## config.mk

```make
export PLATFORM = sky130hd
export DESIGN_NAME = vmsc_top
export DESIGN_NICKNAME = d
export VERILOG_FILES = /design/src/vmsc_top.v /design/src/vmsc_setpt_mem.v
export VERILOG_INCLUDE_DIRS = /design/src
export SDC_FILE = /design/constraint.sdc
export NUM_CORES = 1
export LEC_CHECK = 0
export BUFFER_PORTS_ARGS = -buffer_cell sky130_fd_sc_hd__buf_2
export CAP_MARGIN = 20
export CORE_ASPECT_RATIO = 0.6
export CORE_MARGIN = 10
export CORE_UTILIZATION = 30
export CTS_BUF_LIST = sky130_fd_sc_hd__clkbuf_4 sky130_fd_sc_hd__clkbuf_8
export DETAILED_ROUTE_END_ITERATION = 6
export SLEW_MARGIN = 20
export SYNTH_ARGS = -nofsm -noshare
export SYNTH_HDL_FRONTEND = slang
export SYNTH_SLANG_ARGS = --single-unit
```

## constraint.sdc

```tcl
create_clock -name CORE_CLK_IN -period 11 [get_ports CORE_CLK_IN]
set_input_delay 1.1 -clock CORE_CLK_IN [delete_from_list [all_inputs] [get_ports CORE_CLK_IN]]
set_output_delay 1.1 -clock CORE_CLK_IN [all_outputs]
set_load 0.02 [all_outputs]
```

## src/vmsc_map.vh

```
`ifndef VMSC_MAP_VH
`define VMSC_MAP_VH
// ----------------------------------------------------------------
// Command prefixes, upper case, right justified
// ----------------------------------------------------------------
`define CMD_S     24'h000053
`define CMD_T     24'h000054
`define CMD_D     24'h000044
`define CMD_M     24'h00004D
`define CMD_SG    24'h005347
`define CMD_X     24'h000058
`define CMD_SP    24'h005350
`define CMD_N     24'h00004E
`define CMD_L     24'h00004C
`define CMD_LO    24'h004C4F
`define CMD_O     24'h00004F
`define CMD_C     24'h000043
// ----------------------------------------------------------------
// Characters
// ----------------------------------------------------------------
`define CHR_CR    8'h0D
`define CHR_LF    8'h0A
`define CHR_DOT   8'h2E
`define CHR_ERR   8'h3F
`define CHR_D0    8'h30
`define CHR_D9    8'h39
`define CHR_UA    8'h41
`define CHR_UZ    8'h5A
`define CHR_LA    8'h61
`define CHR_LZ    8'h7A
`define CASE_GAP  8'h20
// ----------------------------------------------------------------
// Modes, drive codes, gauge selection, unit and span codes
// ----------------------------------------------------------------
`define MODE_POS   2'h0
`define MODE_PRES  2'h1
`define MODE_OPEN  2'h2
`define MODE_CLOSE 2'h3
`define DRV_STOP   2'h0
`define DRV_OPEN   2'h1
`define DRV_CLOSE  2'h2
`define DRV_REG    2'h3
`define GSEL_HI    2'h0
`define GSEL_LO    2'h1
`define GSEL_DUAL  2'h2
`define UNIT_TORR  2'h0
`define SPAN_0_10V 2'h0
// ----------------------------------------------------------------
// Limits and reset values (limits scaled by 100)
// ----------------------------------------------------------------
`define GAIN_MIN   32'h000003E8
`define LEAD_MIN   32'h00000064
`define PARM_MAX   32'h000F4240
`define SP_MAX     32'h00002710
`define SP_COUNT   4'h5
`define GAIN_RST   14'h0064
`define LEAD_RST   14'h0064
`define RNG_HI_RST 4'h7
`define RNG_LO_RST 4'h0
`define DUAL_SW    12'h199
`define ANA_FULL   26'h0000FFF
`define PCT_FULL   26'h0002710
`define NDIG_MAX   4'h7
`define SAMPLE_MS  32'h00000028
`define CLK_KHZ    32'h000061A8
// ----------------------------------------------------------------
// APB byte offsets
// ----------------------------------------------------------------
`define A_CTRL     8'h00
`define A_STATUS   8'h04
`define A_GAIN     8'h08
`define A_LEAD     8'h0C
`define A_RANGE    8'h10
`define A_SPSEL    8'h14
`define A_SPDATA   8'h18
`endif

```

## src/vmsc_top.v

```verilog
// The APB register port and the address map were left to the implementer.
`timescale 1ns/1ps
`include "vmsc_map.vh"
module vmsc_top #(
  parameter integer SAMPLE_CYCLES = `SAMPLE_MS * `CLK_KHZ  // 40 ms at 25 MHz
) (
  input  wire        CORE_CLK_IN,
  input  wire        NRST_IN,
  input  wire        PSEL_IN,
  input  wire        PENABLE_IN,
  input  wire        PWRITE_IN,
  input  wire [7:0]  PADDR_IN,
  input  wire [31:0] PWDATA_IN,
  output reg  [31:0] PRDATA_OUT,
  output reg         PREADY_OUT,
  output reg         PSLVERR_OUT,
  input  wire [7:0]  RX_DATA_IN,
  input  wire        RX_VALID_IN,
  output reg  [7:0]  TX_DATA_OUT,
  output reg         TX_VALID_OUT,
  input  wire        TX_READY_IN,
  input  wire        OPEN_N_IN,
  input  wire        CLOSE_N_IN,
  input  wire        POS_SEL_N_IN,
  input  wire        ILK_DIS_N_IN,
  input  wire        LIMIT_OPEN_IN,
  input  wire        LIMIT_CLOSED_IN,
  input  wire [11:0] SET_ANALOG_IN,
  input  wire [11:0] HI_GAUGE_IN,
  output reg  [1:0]  DRIVE_OUT,
  output reg  [1:0]  MODE_OUT,
  output reg  [13:0] TARGET_OUT,
  output reg         OPEN_LED_OUT,
  output reg         CLOSED_LED_OUT,
  output reg         LO_GAUGE_OUT,
  output reg         INIT_DONE_OUT
);
  // ----------------------------------------------------------------
  // Functions
  // ----------------------------------------------------------------
  // Fold lower case letters onto upper case
  function [7:0] upcase(input [7:0] b);
    upcase = (b >= `CHR_LA && b <= `CHR_LZ) ? b - `CASE_GAP : b;
  endfunction
  // Range value (x100) to code {valid, code}; 0 means absent
  function [4:0] rng_code(input [31:0] v);
    case (v)
      32'h00000000: rng_code = 5'h10;
      32'h0000000A: rng_code = 5'h11;
      32'h00000014: rng_code = 5'h12;
      32'h00000032: rng_code = 5'h13;
      32'h00000064: rng_code = 5'h14;
      32'h000000C8: rng_code = 5'h15;
      32'h000001F4: rng_code = 5'h16;
      32'h000003E8: rng_code = 5'h17;
      32'h00001388: rng_code = 5'h18;
      32'h00002710: rng_code = 5'h19;
      32'h0000C350: rng_code = 5'h1A;
      32'h000186A0: rng_code = 5'h1B;
      default:      rng_code = 5'h00;
    endcase
  endfunction
  // ----------------------------------------------------------------
  // Pin synchronisers and 40 ms sampler
  // ----------------------------------------------------------------
  reg  [5:0]  pin_s1_reg;    // First stage, read only by second
  reg  [5:0]  pin_s2_reg;    // {lim_c, lim_o, ilk_n, pos_n, close_n, open_n}
  reg  [3:0]  smp_reg;       // Sampled logic inputs, active low
  reg  [31:0] smp_cnt_reg;   // Sample interval counter
  always @(posedge CORE_CLK_IN or negedge NRST_IN) begin
    if (!NRST_IN) begin
      pin_s1_reg  <= 6'h0F;
      pin_s2_reg  <= 6'h0F;
      smp_reg     <= 4'hF;
      smp_cnt_reg <= 32'h00000000;
    end else begin
      pin_s1_reg <= {LIMIT_CLOSED_IN, LIMIT_OPEN_IN, ILK_DIS_N_IN, POS_SEL_N_IN,
                     CLOSE_N_IN, OPEN_N_IN};
      pin_s2_reg <= pin_s1_reg;
      // Short pulses between samples are missed on purpose
      if (smp_cnt_reg == SAMPLE_CYCLES - 1) begin
        smp_cnt_reg <= 32'h00000000;
        smp_reg     <= pin_s2_reg[3:0];
      end else begin
        smp_cnt_reg <= smp_cnt_reg + 32'h00000001;
      end
    end
  end
  wire ilk_ok = ~smp_reg[3];  // Motion permitted only while held low
  // ----------------------------------------------------------------
  // Serial line parser
  // ----------------------------------------------------------------
  reg  [23:0] let_reg;       // Up to three command letters
  reg  [1:0]  nlet_reg;
  reg  [3:0]  idx_reg;       // First digit: command index
  reg         has_idx_reg;
  reg  [23:0] mant_reg;      // Remaining digits, decimal point dropped
  reg  [3:0]  ndig_reg;
  reg         dot_reg;
  reg  [1:0]  frac_reg;      // Digits after the point, 3 = too many
  reg         bad_reg;       // Line already malformed
  reg         busy_reg;      // Line holds at least one character
  wire [7:0]  ch = upcase(RX_DATA_IN);
  wire        is_term = (ch == `CHR_CR) || (ch == `CHR_LF);
  wire        is_dig  = (ch >= `CHR_D0) && (ch <= `CHR_D9);
  wire        is_let  = (ch >= `CHR_UA) && (ch <= `CHR_UZ);
  wire        exec    = RX_VALID_IN && is_term && busy_reg;
  reg  [31:0] val100;        // Number scaled by 100
  always @* begin
    case (frac_reg)
      2'h0:    val100 = {8'h00, mant_reg} * 32'h00000064;
      2'h1:    val100 = {8'h00, mant_reg} * 32'h0000000A;
      default: val100 = {8'h00, mant_reg};
    endcase
  end
  always @(posedge CORE_CLK_IN or negedge NRST_IN) begin
    if (!NRST_IN) begin
      let_reg <= 24'h000000; nlet_reg <= 2'h0; idx_reg <= 4'h0;
      has_idx_reg <= 1'b0; mant_reg <= 24'h000000; ndig_reg <= 4'h0;
      dot_reg <= 1'b0; frac_reg <= 2'h0; bad_reg <= 1'b0; busy_reg <= 1'b0;
    end else if (RX_VALID_IN) begin
      if (is_term) begin
        // Lone LF after CR finds an empty line and is ignored
        let_reg <= 24'h000000; nlet_reg <= 2'h0; idx_reg <= 4'h0;
        has_idx_reg <= 1'b0; mant_reg <= 24'h000000; ndig_reg <= 4'h0;
        dot_reg <= 1'b0; frac_reg <= 2'h0; bad_reg <= 1'b0; busy_reg <= 1'b0;
      end else begin
        busy_reg <= 1'b1;
        if (is_let) begin
          // Letters only before any digit
          if (has_idx_reg || nlet_reg == 2'h3) begin
            bad_reg <= 1'b1;
          end else begin
            let_reg  <= {let_reg[15:0], ch};
            nlet_reg <= nlet_reg + 2'h1;
          end
        end else if (is_dig && !has_idx_reg) begin
          idx_reg     <= ch[3:0];
          has_idx_reg <= 1'b1;
        end else if (is_dig) begin
          if (ndig_reg == `NDIG_MAX) begin
            bad_reg <= 1'b1;
          end else begin
            mant_reg <= mant_reg * 24'h00000A + {20'h00000, ch[3:0]};
            ndig_reg <= ndig_reg + 4'h1;
            if (dot_reg && frac_reg != 2'h3) begin
              frac_reg <= frac_reg + 2'h1;
            end
          end
        end else if (ch == `CHR_DOT && has_idx_reg && !dot_reg) begin
          dot_reg <= 1'b1;
        end else begin
          bad_reg <= 1'b1;
        end
      end
    end
  end
  // ----------------------------------------------------------------
  // Command decode and parameter store
  // ----------------------------------------------------------------
  reg  [13:0] gain_reg;      // Loop gain
  reg  [13:0] lead_reg;      // Phase lead, ms
  reg  [3:0]  rng_hi_reg;    // High sensor range code
  reg  [3:0]  rng_lo_reg;    // Low sensor range code
  reg  [1:0]  gsel_reg;      // Gauge selection mode
  reg         ctl_pres_reg;  // Control type: 1 = pressure
  reg  [1:0]  srl_mode_reg;  // Mode requested over serial
  reg  [3:0]  act_idx_reg;   // Active set point
  reg         ok;            // Command accepted
  reg         sp_we;         // Set point write strobe
  wire        num  = (ndig_reg != 4'h0);
  wire        intv = num && !dot_reg;
  wire        nox  = !has_idx_reg && !num && !dot_reg;
  wire [4:0]  rc   = rng_code(val100);
  always @* begin
    ok    = 1'b0;
    sp_we = 1'b0;
    if (!bad_reg && frac_reg != 2'h3) begin
      case (let_reg)
        `CMD_S: begin
          // Index 1..5, 0.00..100.00
          ok    = has_idx_reg && idx_reg >= 4'h1 && idx_reg <= `SP_COUNT && num
                  && val100 <= `SP_MAX;
          sp_we = ok;
        end
        `CMD_T:  ok = has_idx_reg && idx_reg == 4'h1 && intv && ndig_reg == 4'h1
                      && mant_reg <= 24'h000001;
        `CMD_D:  ok = has_idx_reg && idx_reg >= 4'h1 && idx_reg <= `SP_COUNT
                      && !num && !dot_reg;
        `CMD_M, `CMD_SG: ok = has_idx_reg && idx_reg == 4'h1 && intv
                      && val100 >= `GAIN_MIN && val100 <= `PARM_MAX;
        `CMD_X, `CMD_SP: ok = has_idx_reg && idx_reg == 4'h1 && intv
                      && val100 >= `LEAD_MIN && val100 <= `PARM_MAX;
        `CMD_N:  ok = has_idx_reg && (idx_reg == 4'h1 || idx_reg == 4'h2) && num
                      && rc[4];
        `CMD_L:  ok = has_idx_reg && idx_reg <= 4'h2 && !num && !dot_reg;
        `CMD_LO, `CMD_O, `CMD_C: ok = nox;
        default: ok = 1'b0;
      endcase
    end
  end
  // Software reaches none of these: serial is the only path
  always @(posedge CORE_CLK_IN or negedge NRST_IN) begin
    if (!NRST_IN) begin
      gain_reg     <= `GAIN_RST;
      lead_reg     <= `LEAD_RST;
      rng_hi_reg   <= `RNG_HI_RST;
      rng_lo_reg   <= `RNG_LO_RST;
      gsel_reg     <= `GSEL_HI;
      ctl_pres_reg <= 1'b1;
      srl_mode_reg <= `MODE_OPEN;
      act_idx_reg  <= 4'h1;
    end else if (exec && ok) begin
      case (let_reg)
        `CMD_T:  ctl_pres_reg <= mant_reg[0];
        `CMD_D: begin
          // Activate stored value under current control type
          act_idx_reg  <= idx_reg;
          srl_mode_reg <= ctl_pres_reg ? `MODE_PRES : `MODE_POS;
        end
        `CMD_M, `CMD_SG: gain_reg <= mant_reg[13:0];
        `CMD_X, `CMD_SP: lead_reg <= mant_reg[13:0];
        `CMD_N: begin
          if (idx_reg == 4'h1) begin
            rng_hi_reg <= rc[3:0];
          end else begin
            rng_lo_reg <= rc[3:0];
          end
        end
        `CMD_L:  gsel_reg <= (idx_reg == 4'h1) ? `GSEL_HI :
                             (idx_reg == 4'h2) ? `GSEL_LO : `GSEL_DUAL;
        `CMD_LO: gsel_reg <= `GSEL_DUAL;
        `CMD_O:  srl_mode_reg <= `MODE_OPEN;
        `CMD_C:  srl_mode_reg <= `MODE_CLOSE;
        default: srl_mode_reg <= srl_mode_reg;
      endcase
    end
  end
  // ----------------------------------------------------------------
  // Set point store and error reply
  // ----------------------------------------------------------------
  reg  [3:0]  spsel_reg;     // Set point shown on the bus
  wire [13:0] sp_act;        // Active set point value
  wire [13:0] sp_bus;        // Bus-selected set point value
  vmsc_setpt_mem u_mem (
    .clk_in      (CORE_CLK_IN),
    .rst_n_in    (NRST_IN),
    .wr_en_in    (exec && sp_we),
    .wr_idx_in   (idx_reg),
    .wr_data_in  (val100[13:0]),
    .ra_idx_in   (act_idx_reg),
    .ra_data_out (sp_act),
    .rb_idx_in   (spsel_reg),
    .rb_data_out (sp_bus)
  );
  reg         tx_cr_reg;     // Second character of reply pending
  always @(posedge CORE_CLK_IN or negedge NRST_IN) begin
    if (!NRST_IN) begin
      TX_DATA_OUT  <= 8'h00;
      TX_VALID_OUT <= 1'b0;
      tx_cr_reg    <= 1'b0;
    end else if (TX_VALID_OUT && !TX_READY_IN) begin
      TX_VALID_OUT <= 1'b1;  // Hold until taken
    end else if (tx_cr_reg) begin
      TX_DATA_OUT  <= `CHR_CR;
      TX_VALID_OUT <= 1'b1;
      tx_cr_reg    <= 1'b0;
    end else if (exec && !ok && !TX_VALID_OUT) begin
      // Rejected line: a reply in flight drops the new one
      TX_DATA_OUT  <= `CHR_ERR;
      TX_VALID_OUT <= 1'b1;
      tx_cr_reg    <= 1'b1;
    end else begin
      TX_VALID_OUT <= 1'b0;
    end
  end
  // ----------------------------------------------------------------
  // Initialisation sequence and mode selection
  // ----------------------------------------------------------------
  localparam [1:0] ST_WAIT  = 2'h0;  // Waiting for interlock release
  localparam [1:0] ST_CLOSE = 2'h1;  // Seeking closed end
  localparam [1:0] ST_OPEN  = 2'h2;  // Seeking open end
  localparam [1:0] ST_RUN   = 2'h3;  // Normal operation
  reg  [1:0]  st_reg;
  reg  [1:0]  st_next;
  reg         ana_en_reg;    // Analog set value and mode pin in charge
  reg  [1:0]  mode_next;
  reg  [13:0] tgt_next;
  reg  [1:0]  drv_next;
  wire [25:0] ana_quo = ({14'h0000, SET_ANALOG_IN} * `PCT_FULL) / `ANA_FULL;
  wire [13:0] ana_pct = ana_quo[13:0];  // At most 10000
  always @* begin
    st_next = st_reg;
    case (st_reg)
      ST_WAIT:  st_next = ilk_ok ? ST_CLOSE : ST_WAIT;
      ST_CLOSE: st_next = pin_s2_reg[5] ? ST_OPEN : ST_CLOSE;
      ST_OPEN:  st_next = pin_s2_reg[4] ? ST_RUN : ST_OPEN;
      default:  st_next = ST_RUN;
    endcase
  end
  always @* begin
    // Logic inputs win over serial; close wins over open
    if (!smp_reg[1]) begin
      mode_next = `MODE_CLOSE;
    end else if (!smp_reg[0]) begin
      mode_next = `MODE_OPEN;
    end else if (ana_en_reg) begin
      mode_next = smp_reg[2] ? `MODE_PRES : `MODE_POS;
    end else begin
      mode_next = srl_mode_reg;
    end
    // Values are a share of the high gauge full scale
    tgt_next = (ana_en_reg && smp_reg[1] && smp_reg[0]) ? ana_pct : sp_act;
    case (st_reg)
      ST_CLOSE: drv_next = `DRV_CLOSE;
      ST_OPEN:  drv_next = `DRV_OPEN;
      ST_RUN:   drv_next = (mode_next == `MODE_OPEN)  ? `DRV_OPEN :
                           (mode_next == `MODE_CLOSE) ? `DRV_CLOSE : `DRV_REG;
      default:  drv_next = `DRV_STOP;
    endcase
    if (!ilk_ok) begin
      drv_next = `DRV_STOP;
    end
  end
  always @(posedge CORE_CLK_IN or negedge NRST_IN) begin
    if (!NRST_IN) begin
      st_reg         <= ST_WAIT;
      DRIVE_OUT      <= `DRV_STOP;
      MODE_OUT       <= `MODE_OPEN;
      TARGET_OUT     <= 14'h0000;
      OPEN_LED_OUT   <= 1'b1;
      CLOSED_LED_OUT <= 1'b1;
      LO_GAUGE_OUT   <= 1'b0;
      INIT_DONE_OUT  <= 1'b0;
    end else begin
      // Interlock stalls the sequence without losing progress
      if (ilk_ok) begin
        st_reg <= st_next;
      end
      DRIVE_OUT     <= drv_next;
      MODE_OUT      <= (st_reg == ST_RUN) ? mode_next : `MODE_OPEN;
      TARGET_OUT    <= tgt_next;
      INIT_DONE_OUT <= (st_reg == ST_RUN);
      // Both lamps while initialising, end switches afterwards
      OPEN_LED_OUT   <= (st_reg != ST_RUN) || pin_s2_reg[4];
      CLOSED_LED_OUT <= (st_reg != ST_RUN) || pin_s2_reg[5];
      // One gauge live; dual drops to low gauge near bottom of high scale
      case (gsel_reg)
        `GSEL_LO:   LO_GAUGE_OUT <= 1'b1;
        `GSEL_DUAL: LO_GAUGE_OUT <= (rng_lo_reg != 4'h0) && (HI_GAUGE_IN < `DUAL_SW);
        default:    LO_GAUGE_OUT <= 1'b0;
      endcase
    end
  end
  // ----------------------------------------------------------------
  // APB slave: one wait state, unmapped offsets raise PSLVERR
  // ----------------------------------------------------------------
  wire apb_acc = PSEL_IN && PENABLE_IN;
  reg  [31:0] rd_mux;
  reg         rd_ok;
  always @* begin
    rd_ok = 1'b1;
    case (PADDR_IN)
      `A_CTRL:   rd_mux = {31'h00000000, ana_en_reg};
      `A_STATUS: rd_mux = {18'h00000, act_idx_reg[2:0], ctl_pres_reg, gsel_reg, ilk_ok,
                           CLOSED_LED_OUT, OPEN_LED_OUT, LO_GAUGE_OUT, MODE_OUT, st_reg};
      `A_GAIN:   rd_mux = {18'h00000, gain_reg};
      `A_LEAD:   rd_mux = {18'h00000, lead_reg};
      `A_RANGE:  rd_mux = {20'h00000, `SPAN_0_10V, `UNIT_TORR, rng_lo_reg, rng_hi_reg};
      `A_SPSEL:  rd_mux = {28'h0000000, spsel_reg};
      `A_SPDATA: rd_mux = {18'h00000, sp_bus};
      default: begin
        rd_mux = 32'h00000000;
        rd_ok  = 1'b0;
      end
    endcase
  end
  always @(posedge CORE_CLK_IN or negedge NRST_IN) begin
    if (!NRST_IN) begin
      PRDATA_OUT  <= 32'h00000000;
      PREADY_OUT  <= 1'b0;
      PSLVERR_OUT <= 1'b0;
      ana_en_reg  <= 1'b0;
      spsel_reg   <= 4'h1;
    end else begin
      PREADY_OUT  <= apb_acc && !PREADY_OUT;
      PSLVERR_OUT <= apb_acc && !PREADY_OUT && !rd_ok;
      PRDATA_OUT  <= (apb_acc && !PREADY_OUT && !PWRITE_IN) ? rd_mux : 32'h00000000;
      // Write lands on the completing edge; parameters stay read-only
      if (apb_acc && PREADY_OUT && PWRITE_IN) begin
        if (PADDR_IN == `A_CTRL) begin
          ana_en_reg <= PWDATA_IN[0];
        end
        if (PADDR_IN == `A_SPSEL) begin
          spsel_reg <= PWDATA_IN[3:0];
        end
      end
    end
  end
endmodule // vmsc_top

```

## src/vmsc_setpt_mem.v

```verilog
`timescale 1ns/1ps
// Five set point words, one write port, two registered read ports
module vmsc_setpt_mem (
  input  wire        clk_in,
  input  wire        rst_n_in,
  input  wire        wr_en_in,
  input  wire [3:0]  wr_idx_in,
  input  wire [13:0] wr_data_in,
  input  wire [3:0]  ra_idx_in,
  output reg  [13:0] ra_data_out,
  input  wire [3:0]  rb_idx_in,
  output reg  [13:0] rb_data_out
);
  reg [13:0] mem_reg [1:5];  // Indexed 1..5 as software numbers them
  integer    i;

  // ----------------------------------------------------------------
  // Storage and read registers; out-of-range index reads zero
  // ----------------------------------------------------------------
  always @(posedge clk_in or negedge rst_n_in) begin
    if (!rst_n_in) begin
      for (i = 1; i <= 5; i = i + 1) begin
        mem_reg[i] <= 14'h0000;
      end
      ra_data_out <= 14'h0000;
      rb_data_out <= 14'h0000;
    end else begin
      // Contents persist until rewritten
      if (wr_en_in && wr_idx_in >= 4'h1 && wr_idx_in <= `SP_COUNT) begin
        mem_reg[wr_idx_in[2:0]] <= wr_data_in;
      end
      if (ra_idx_in >= 4'h1 && ra_idx_in <= `SP_COUNT) begin
        ra_data_out <= mem_reg[ra_idx_in[2:0]];
      end else begin
        ra_data_out <= 14'h0000;
      end
      if (rb_idx_in >= 4'h1 && rb_idx_in <= `SP_COUNT) begin
        rb_data_out <= mem_reg[rb_idx_in[2:0]];
      end else begin
        rb_data_out <= 14'h0000;
      end
    end
  end
endmodule // vmsc_setpt_mem

```

# Word-level counts from Yosys, hierarchy flattened
# Index checks and enable logic that the tools add are counted.
# W data, S select, Z words.
# word_totals
regBits	328
input_bits	85
output_inout_bits	65
# classes
addsub	6
multipliers	4
div_mod_pow	1
order_cmp	23
n_eq_ne	57
mux	88
n_bitwise	6
n_reduce_logical	102
# op_table
operator	count
$eq A24 B7 Y1 const B	9
$mux W24	8
$mux W14	8
$pmux W14 S7	1
$bmux W14 S3	2
$eq A24 B15 Y1 const B	3
$bwmux W70	1
$mux W32	2
$pmux W31 S2	1
$pmux W5 S12	1
$logic_and A1 B1 Y1	52
$demux W14 S3	1
$mux W2	18
$add A32 B1 Y32 const B	1
$eq A32 B10 Y1 const B	1
$eq A32 B13 Y1 const B	1
$eq A32 B14 Y1 const B	1
$eq A32 B16 Y1 const B	1
$eq A32 B17 Y1 const B	1
$eq A32 B20 Y1 const B	1
$eq A32 B4 Y1 const B	1
$eq A32 B5 Y1 const B	1
$eq A32 B6 Y1 const B	1
$eq A32 B7 Y1 const B	1
other kinds (64)	169

# Depth between registers and ports, before layout
# Gate-level depths: netlist (run 1).
# logic_depth
word_depth	13
mapped_depth	67
ltp_nobuf	56

# Cells and area by module
# From an unflattened synthesis (run 1), not the netlist that was laid out.
# unflattened
cells_unflattened	2815
hier_area_um2	25212.9
# by_module_without_submodules
mod	instances	cells_each	area_each_um2	seq_area_each_um2
vmsc_top	1	2433	20353.3	5190.0
vmsc_setpt_mem	1	382	4859.7	2452.4

# Worst setup path before layout (run 1)
# Ideal clock, no wire load.
# synth_path
path_kind	input to register
startpoint	input SET_ANALOG_IN[3]
endpoint	register TARGET_OUT[0]
setup_ns	0.129
arrival_time_ns	14.950
t_required_ns	10.871
path_slack_ns	-4.080
path_stages	61
n_path_buf	5
path_cell_list	clkbuf_1 -> inv_1 -> fa_1 -> inv_1 -> ha_1 -> inv_1 -> fa_1 -> inv_1 -> ha_1 -> inv_1 -> fa_1 -> inv_1 -> ha_1 -> buf_2 -> a21oi_1 -> o21ai_1 -> xnor2_1 -> or4_4 -> (+25 left out) -> o2bb2ai_1 -> o2111ai_4 -> nor2_1 -> a32oi_1 -> ha_1 -> nor2b_1 -> clkbuf_1 -> or2_1 -> o221a_2 -> mux2i_2 -> ha_1 -> nand3_1 -> xnor2_1 -> ha_1 -> o21ai_1 -> a211oi_2 -> a31o_1 -> a31oi_1
# synth_via
elab_chain_len	3
# synth_lines
element	line_no	text
from (decl)	vmsc_top.v:28	input wire [11:0] SET_ANALOG_IN,
$mul A12 B10 Y22 (no source line)	-	
$div A26 B12 Y26 (no source line)	-	
$mux W14	vmsc_top.v:313	tgt_next = (ana_en_reg && smp_reg[1] && smp_reg[0]) ? ana_pct : sp_act;
named net tgt_next[0]	vmsc_top.v:288	reg [13:0] tgt_next;
to (signal assigned)	vmsc_top.v:342	TARGET_OUT <= tgt_next;
to (decl)	vmsc_top.v:32	output reg [13:0] TARGET_OUT,
# The timed path passes the listed nets, and every way through them passes these cells.
# A chain may end at the register's enable or synchronous reset.

# Worst setup path after layout (run 1)
# layout_path
startpoint	input SET_ANALOG_IN[4]
endpoint	register TARGET_OUT[0]
# Same word-level chain as after synthesis.

==> results of run 1 <==
## layout by cell type, fill, tap and decap left out, types with 97 or more instances in the layout
master   Yosys  layout
buf_4       27     464
buf_2        8      97
nor2_1     215     207
a21oi_1    116     105
o21ai_0    198     187
dfrtp_1    276     275
inv_1      229     220
ha_1       213     205
nand2_1    297     291
## what timing repair did
item | in CTS | in global routing
setup endpoints to repair | 7 | 79
buffers inserted | 48 | 35
hold buffers | 0 | 0
resized for setup | 110 | 85
pin swaps | 56 | 75
## logic make-up after synthesis
kind of cell	after synthesis	synth area share [%]
compound gates	717	19.92
xor+xnor	128	4.604
fa+ha+maj	259	14.26
buf+inv	363	6.015
flops	304	30.56
mux	125	5.449
other cells	1	0.01500
simple gates	944	19.18
## final cells by class
| cell class | instances | share of cell area (%) |
|---|---|---|
| Sequential cell | 304 | 23.79 |
| Timing Repair Buffer | 590 | 13.44 |
| Multi-Input combinational cell | 2193 | 52.68 |
| Clock inverter | 5 | 0.2531 |
| Inverter | 229 | 2.690 |
| Tap cell | 1079 | 4.201 |
| Antenna cell | 1 | 0.007787 |
| Clock buffer | 78 | 2.932 |
## path summary, 6_finish.rpt
| path | startpoint | endpoint |
|---|---|---|
| worst min register to register | pin_s1_reg[5]$_DFF_PN0_ | pin_s2_reg[5]$_DFF_PN0_ |
| max in group asynchronous | NRST_IN | idx_reg[0]$_DFFE_PN0P_ |
| min in group asynchronous | NRST_IN | TARGET_OUT[6]$_DFF_PN0_ |
| worst min-delay path | pin_s1_reg[5]$_DFF_PN0_ | pin_s2_reg[5]$_DFF_PN0_ |
| worst max register to register | mant_reg[3]$_DFFE_PN0P_ | rng_lo_reg[3]$_DFFE_PN0P_ |
| worst max-delay path | SET_ANALOG_IN[4] | TARGET_OUT[0]$_DFF_PN0_ |
## synth_stat cells (all sizes together), types with 44 or more instances
| library cell | count | area [µm²] |
|---|---|---|
| a21oi | 120 | 615.6 |
| buf | 49 | 325.3 |
| clkbuf | 85 | 319.1 |
| dfrtp | 276 | 6907 |
| fa | 44 | 880.8 |
| ha | 213 | 2665 |
| inv | 229 | 859.6 |
| mux2 | 86 | 968.4 |
| nand2 | 297 | 1115 |
| nand3 | 90 | 473.0 |
| nor2 | 216 | 813.3 |
| nor3 | 53 | 291.5 |
| o21ai | 215 | 1091 |
| xnor2 | 78 | 705.7 |
| xor2 | 50 | 445.4 |
## layer usage
| metal | share of wire, % | vias to the layer above | track usage [%] |
|---|---|---|---|
| met2 | 40 | 820 | 22.11 |
| met1 | 50 | 11250 | 25.73 |
| met4 | 1.2 | 0 | 2.236 |
| li1 | - | 11230 | - |
| met5 | 0 | - | 0 |
| met3 | 8.9 | 77 | 3.558 |
## through the flow
stage	utilization (%)	std cells	setup WS, ps	TNS (ps)
after global routing	39.19	4479	-3875	-16540
after CTS	38.40	4446	-3029	-11630
after floorplan	-	2860	-3560	-13490
after global placement	36.06	4315	-4044	-17820
final	39.19	4479	-3393	-13860
after detailed placement	36.06	4315	-4403	-19890
==> out/results.txt, run 1 <==
status -> finished with violations
failing checks -> negative setup slack
DPL Wire Length -> 61790 µm
Max H-tree Level -> 2
EDFF count, synth -> 0
Die Span Y -> 243.6 µm
crit path max fanout -> 10
fill cell count -> 8225
DRC violations left -> 0
ys flop type -> dfrtp_1
routed vias -> 23380
GRT Resource Usage Total -> 16.21%
Final Setup Violations -> 6
Reg2Reg Setup Slack -> 870 ps
IO Count -> 150
core area -> 81990 µm²
slowest CP cell -> or4_4
crit path kind -> primary input to flop
initial antenna violation count -> 5
cts bufs inserted -> 46
first-pass GRT wire length -> 126900 µm
critical path depth -> 62
CP Buf/Inv Count -> 14
number of global-route vias before repair -> 22150
Synth Register Bits -> 304
CTS tree -> done
layout cells sized above 1 -> 29.80%
largest net degree at the start of global routing -> 124
WL/cell -> 18.10 µm
Final Skew -> 39.93 ps
Area Overhead vs Synth -> 28.52%
Fmax -> 69.48 MHz
final hold slack -> 350.9 ps
slew margin rel. -> 25.23%
syn_area_per_cell -> 8.801 µm²
reg2reg path depth -> 43
clk root buf -> clkbuf_8
Die W -> 392.7 µm
FP Rows -> 81
Initial Utilization -> 30.50%
clk sink count -> 304
Netlist cell types -> 126
antenna-violating nets left -> 0
Clock Pin Slew Worst Setup and Hold Paths -> 70 ps
Pre-Repair DR Iteration Count -> 7
Post-synth ARST share -> 100.0%
I/O Buffers -> 101
fin. max-slew vios -> 0
CP Capture Type -> flop
CP startpoint kind -> primary input
worst setup margin -> -3393 ps
area of the multi-input gates -> 16930 µm²
WL final -> 81070 µm
delay of the slowest critical-path stage -> 610 ps
Post-Syn Instances -> 2841
vias per cell -> 5.220
Fin. Hold Viols -> 0
post-synthesis sequential area ratio -> 30.56%
GR Overflow Total -> 0
Worst-Margin Slew -> 1120 ps
Placer Congestion -> 0.9075
required time worst endpoint -> 11540 ps
post-route cell area -> 32130 µm²
Worst EP arrival -> 14940 ps
Syn. warnings -> 0
synthesized cell area -> 25000 µm²
Nets -> 3706
final worst path period need -> 14390 ps
hold path cells -> 0
placed instance area -> 29560 µm²
RSZ-0062 raised after global routing -> true
Worst-Skew Late Latency -> 620 ps
Top delay family on crit path -> simple AND/OR/NAND/NOR gates
max FFs per register -> 70
Die Footprint -> 95670 µm²
Register Area -> 7644 µm²
type of the most critical hold path -> flop to flop
fin crit share -> 130.8%
Max Cap Violations -> 0
Bufs on Longest Clock Path -> 3
initial DRC count -> 2208
Power of run 1 is not shown: default switching activity piles up to over one toggle a cycle in this logic, so the estimate is an artifact.
==> run 2, diff against run 1 <==
--- a/config.mk
+++ b/config.mk
@@ -11,7 +11,7 @@
 export CORE_ASPECT_RATIO = 0.6
 export CORE_MARGIN = 10
 export CORE_UTILIZATION = 30
-export CTS_BUF_LIST = sky130_fd_sc_hd__clkbuf_4 sky130_fd_sc_hd__clkbuf_8
+export CTS_BUF_LIST = sky130_fd_sc_hd__clkbuf_2
 export DETAILED_ROUTE_END_ITERATION = 6
 export SLEW_MARGIN = 20
 export SYNTH_ARGS = -nofsm -noshare
==> constraint.sdc (replaced) <==
create_clock -name CORE_CLK_IN -period 18.1 [get_ports CORE_CLK_IN]
set_input_delay 1.81 -clock CORE_CLK_IN [delete_from_list [all_inputs] [get_ports CORE_CLK_IN]]
set_output_delay 1.81 -clock CORE_CLK_IN [all_outputs]
set_load 0.02 [all_outputs]
==> out/results.txt, run 2 (synthesized netlist as in run 1, its figures left out) <==
IO Count -> 150
core area -> 81990 µm²
Max Cap Violations -> 0
Die Footprint -> 95670 µm²
clk sink count -> 304
initial DRC count -> 2089
Nets -> 3296
type of the most critical hold path -> flop to flop
GR Overflow Total -> 0
Bufs on Longest Clock Path -> 3
crit path max fanout -> 11
Worst EP arrival -> 17810 ps
Initial Utilization -> 30.50%
Placer Congestion -> 0.8884
CP startpoint kind -> primary input
Max H-tree Level -> 3
Worst-Margin Slew -> 1095 ps
first-pass GRT wire length -> 117200 µm
Most common cell on crit path -> inv_1
routed vias -> 21550
max FFs per register -> 70
Pre-Repair DR Iteration Count -> 6
slew margin rel. -> 26.46%
Fmax -> 59.06 MHz
CP Capture Type -> flop
GRT Resource Usage Total -> 15.02%
slowest CP cell -> a211oi_1
layout cells sized above 1 -> 16.25%
required time worst endpoint -> 18980 ps
vias per cell -> 5.276
DPL Wire Length -> 56220 µm
number of global-route vias before repair -> 20360
clk root buf -> clkbuf_2
Clock Pin Slew Worst Setup and Hold Paths -> 100 ps
WL final -> 73680 µm
Setup Buffers After CTS -> 0
most frequent cells in the layout -> nand2_1, dfrtp_1, inv_1
initial antenna violation count -> 1
Worst-Skew Late Latency -> 1010 ps
final worst path period need -> 16930 ps
DRC violations left -> 0
antenna-violating nets left -> 0
crit path kind -> primary input to flop
cts hold-fix bufs -> 0
Die W -> 392.7 µm
Reg2Reg Setup Slack -> 7330 ps
status -> complete, no violations
Area Overhead vs Synth -> 9.728%
final setup TNS -> 0 ps
Die Span Y -> 243.6 µm
I/O Buffers -> 101
fin. max-slew vios -> 0
Final Setup Violations -> 0
FP Rows -> 81
RSZ-0062 raised after global routing -> false
largest net degree at the start of global routing -> 157
fill cell count -> 8530
fin crit share -> 93.54%
WL/cell -> 18.04 µm
commonest non-fill, non-tap cell in the layout -> nand2_1
delay of the slowest critical-path stage -> 630 ps
Final Skew -> 89.14 ps
cts bufs inserted -> 72
Fin. Hold Viols -> 0
CTS tree -> done
[run 2: metrics by stage]
step	hold slack [ps]	cell area (µm²)	util [%]	std cells	setup WS [ps]
floorplan	331.2	25080	-	2860	2310
global placement	334.2	26710	32.57	3958	476.8
detailed placement	338.6	26710	32.57	3958	336.5
CTS	363.3	27410	33.43	4082	1423
global route	366.4	27440	33.46	4084	86.96
finish	361.8	27440	33.46	4084	1169
[run 2: worst paths after layout]
kind                                         start                         to  depth (start not counted)
setup / recovery                  SET_ANALOG_IN[4]    TARGET_OUT[0]$_DFF_PN0_                         57
hold / removal             pin_s1_reg[5]$_DFF_PN0_    pin_s2_reg[5]$_DFF_PN0_                          0
setup reg to reg           mant_reg[2]$_DFFE_PN0P_  rng_lo_reg[1]$_DFFE_PN0P_                         42
hold reg to reg            pin_s1_reg[5]$_DFF_PN0_    pin_s2_reg[5]$_DFF_PN0_                          0
max in group asynchronous                  NRST_IN   mant_reg[22]$_DFFE_PN0P_                          3
min in group asynchronous                  NRST_IN    TARGET_OUT[7]$_DFF_PN0_                          1
[run 2: layout make-up]
cell class | instances | area (µm²) | area share [%]
multi-input cells | 2193 | 15950 | 58.13
well taps | 1079 | 1350 | 4.921
flip-flops and latches | 304 | 7642 | 27.85
inverters | 229 | 859.6 | 3.133
repair buffers | 154 | 929.6 | 3.388
clock buffers | 107 | 535.5 | 1.952
diodes | 1 | 2.502 | 0.009121
clock inverters | 17 | 167.7 | 0.6111
[run 2: routing by layer]
metal | GRT usage (%) | share of wire (%) | vias to the layer above
met5 | 0 | 0 | -
met4 | 2.510 | 1.1 | 0
met3 | 3.992 | 8.3 | 78
met2 | 20.05 | 39 | 716
met1 | 23.61 | 52 | 10310
li1 | - | - | 10440
[run 2: what timing repair did]
action,CTS,global route
gates resized for setup,0,1
hold endpoints to repair,0,0
setup endpoints to repair,0,2
[run 2: worst max-delay path: cells and delay by family]
family	cells	cell delay (ps)
and+or+nand+nor	18	6540
adders and majority gates	9	3240
AOI/OAI and AO/OA	16	4270
xor gates and xnor gates	3	670
buffers and inverters	8	550
muxes	3	700
Power of run 2 is left out for the same reason.
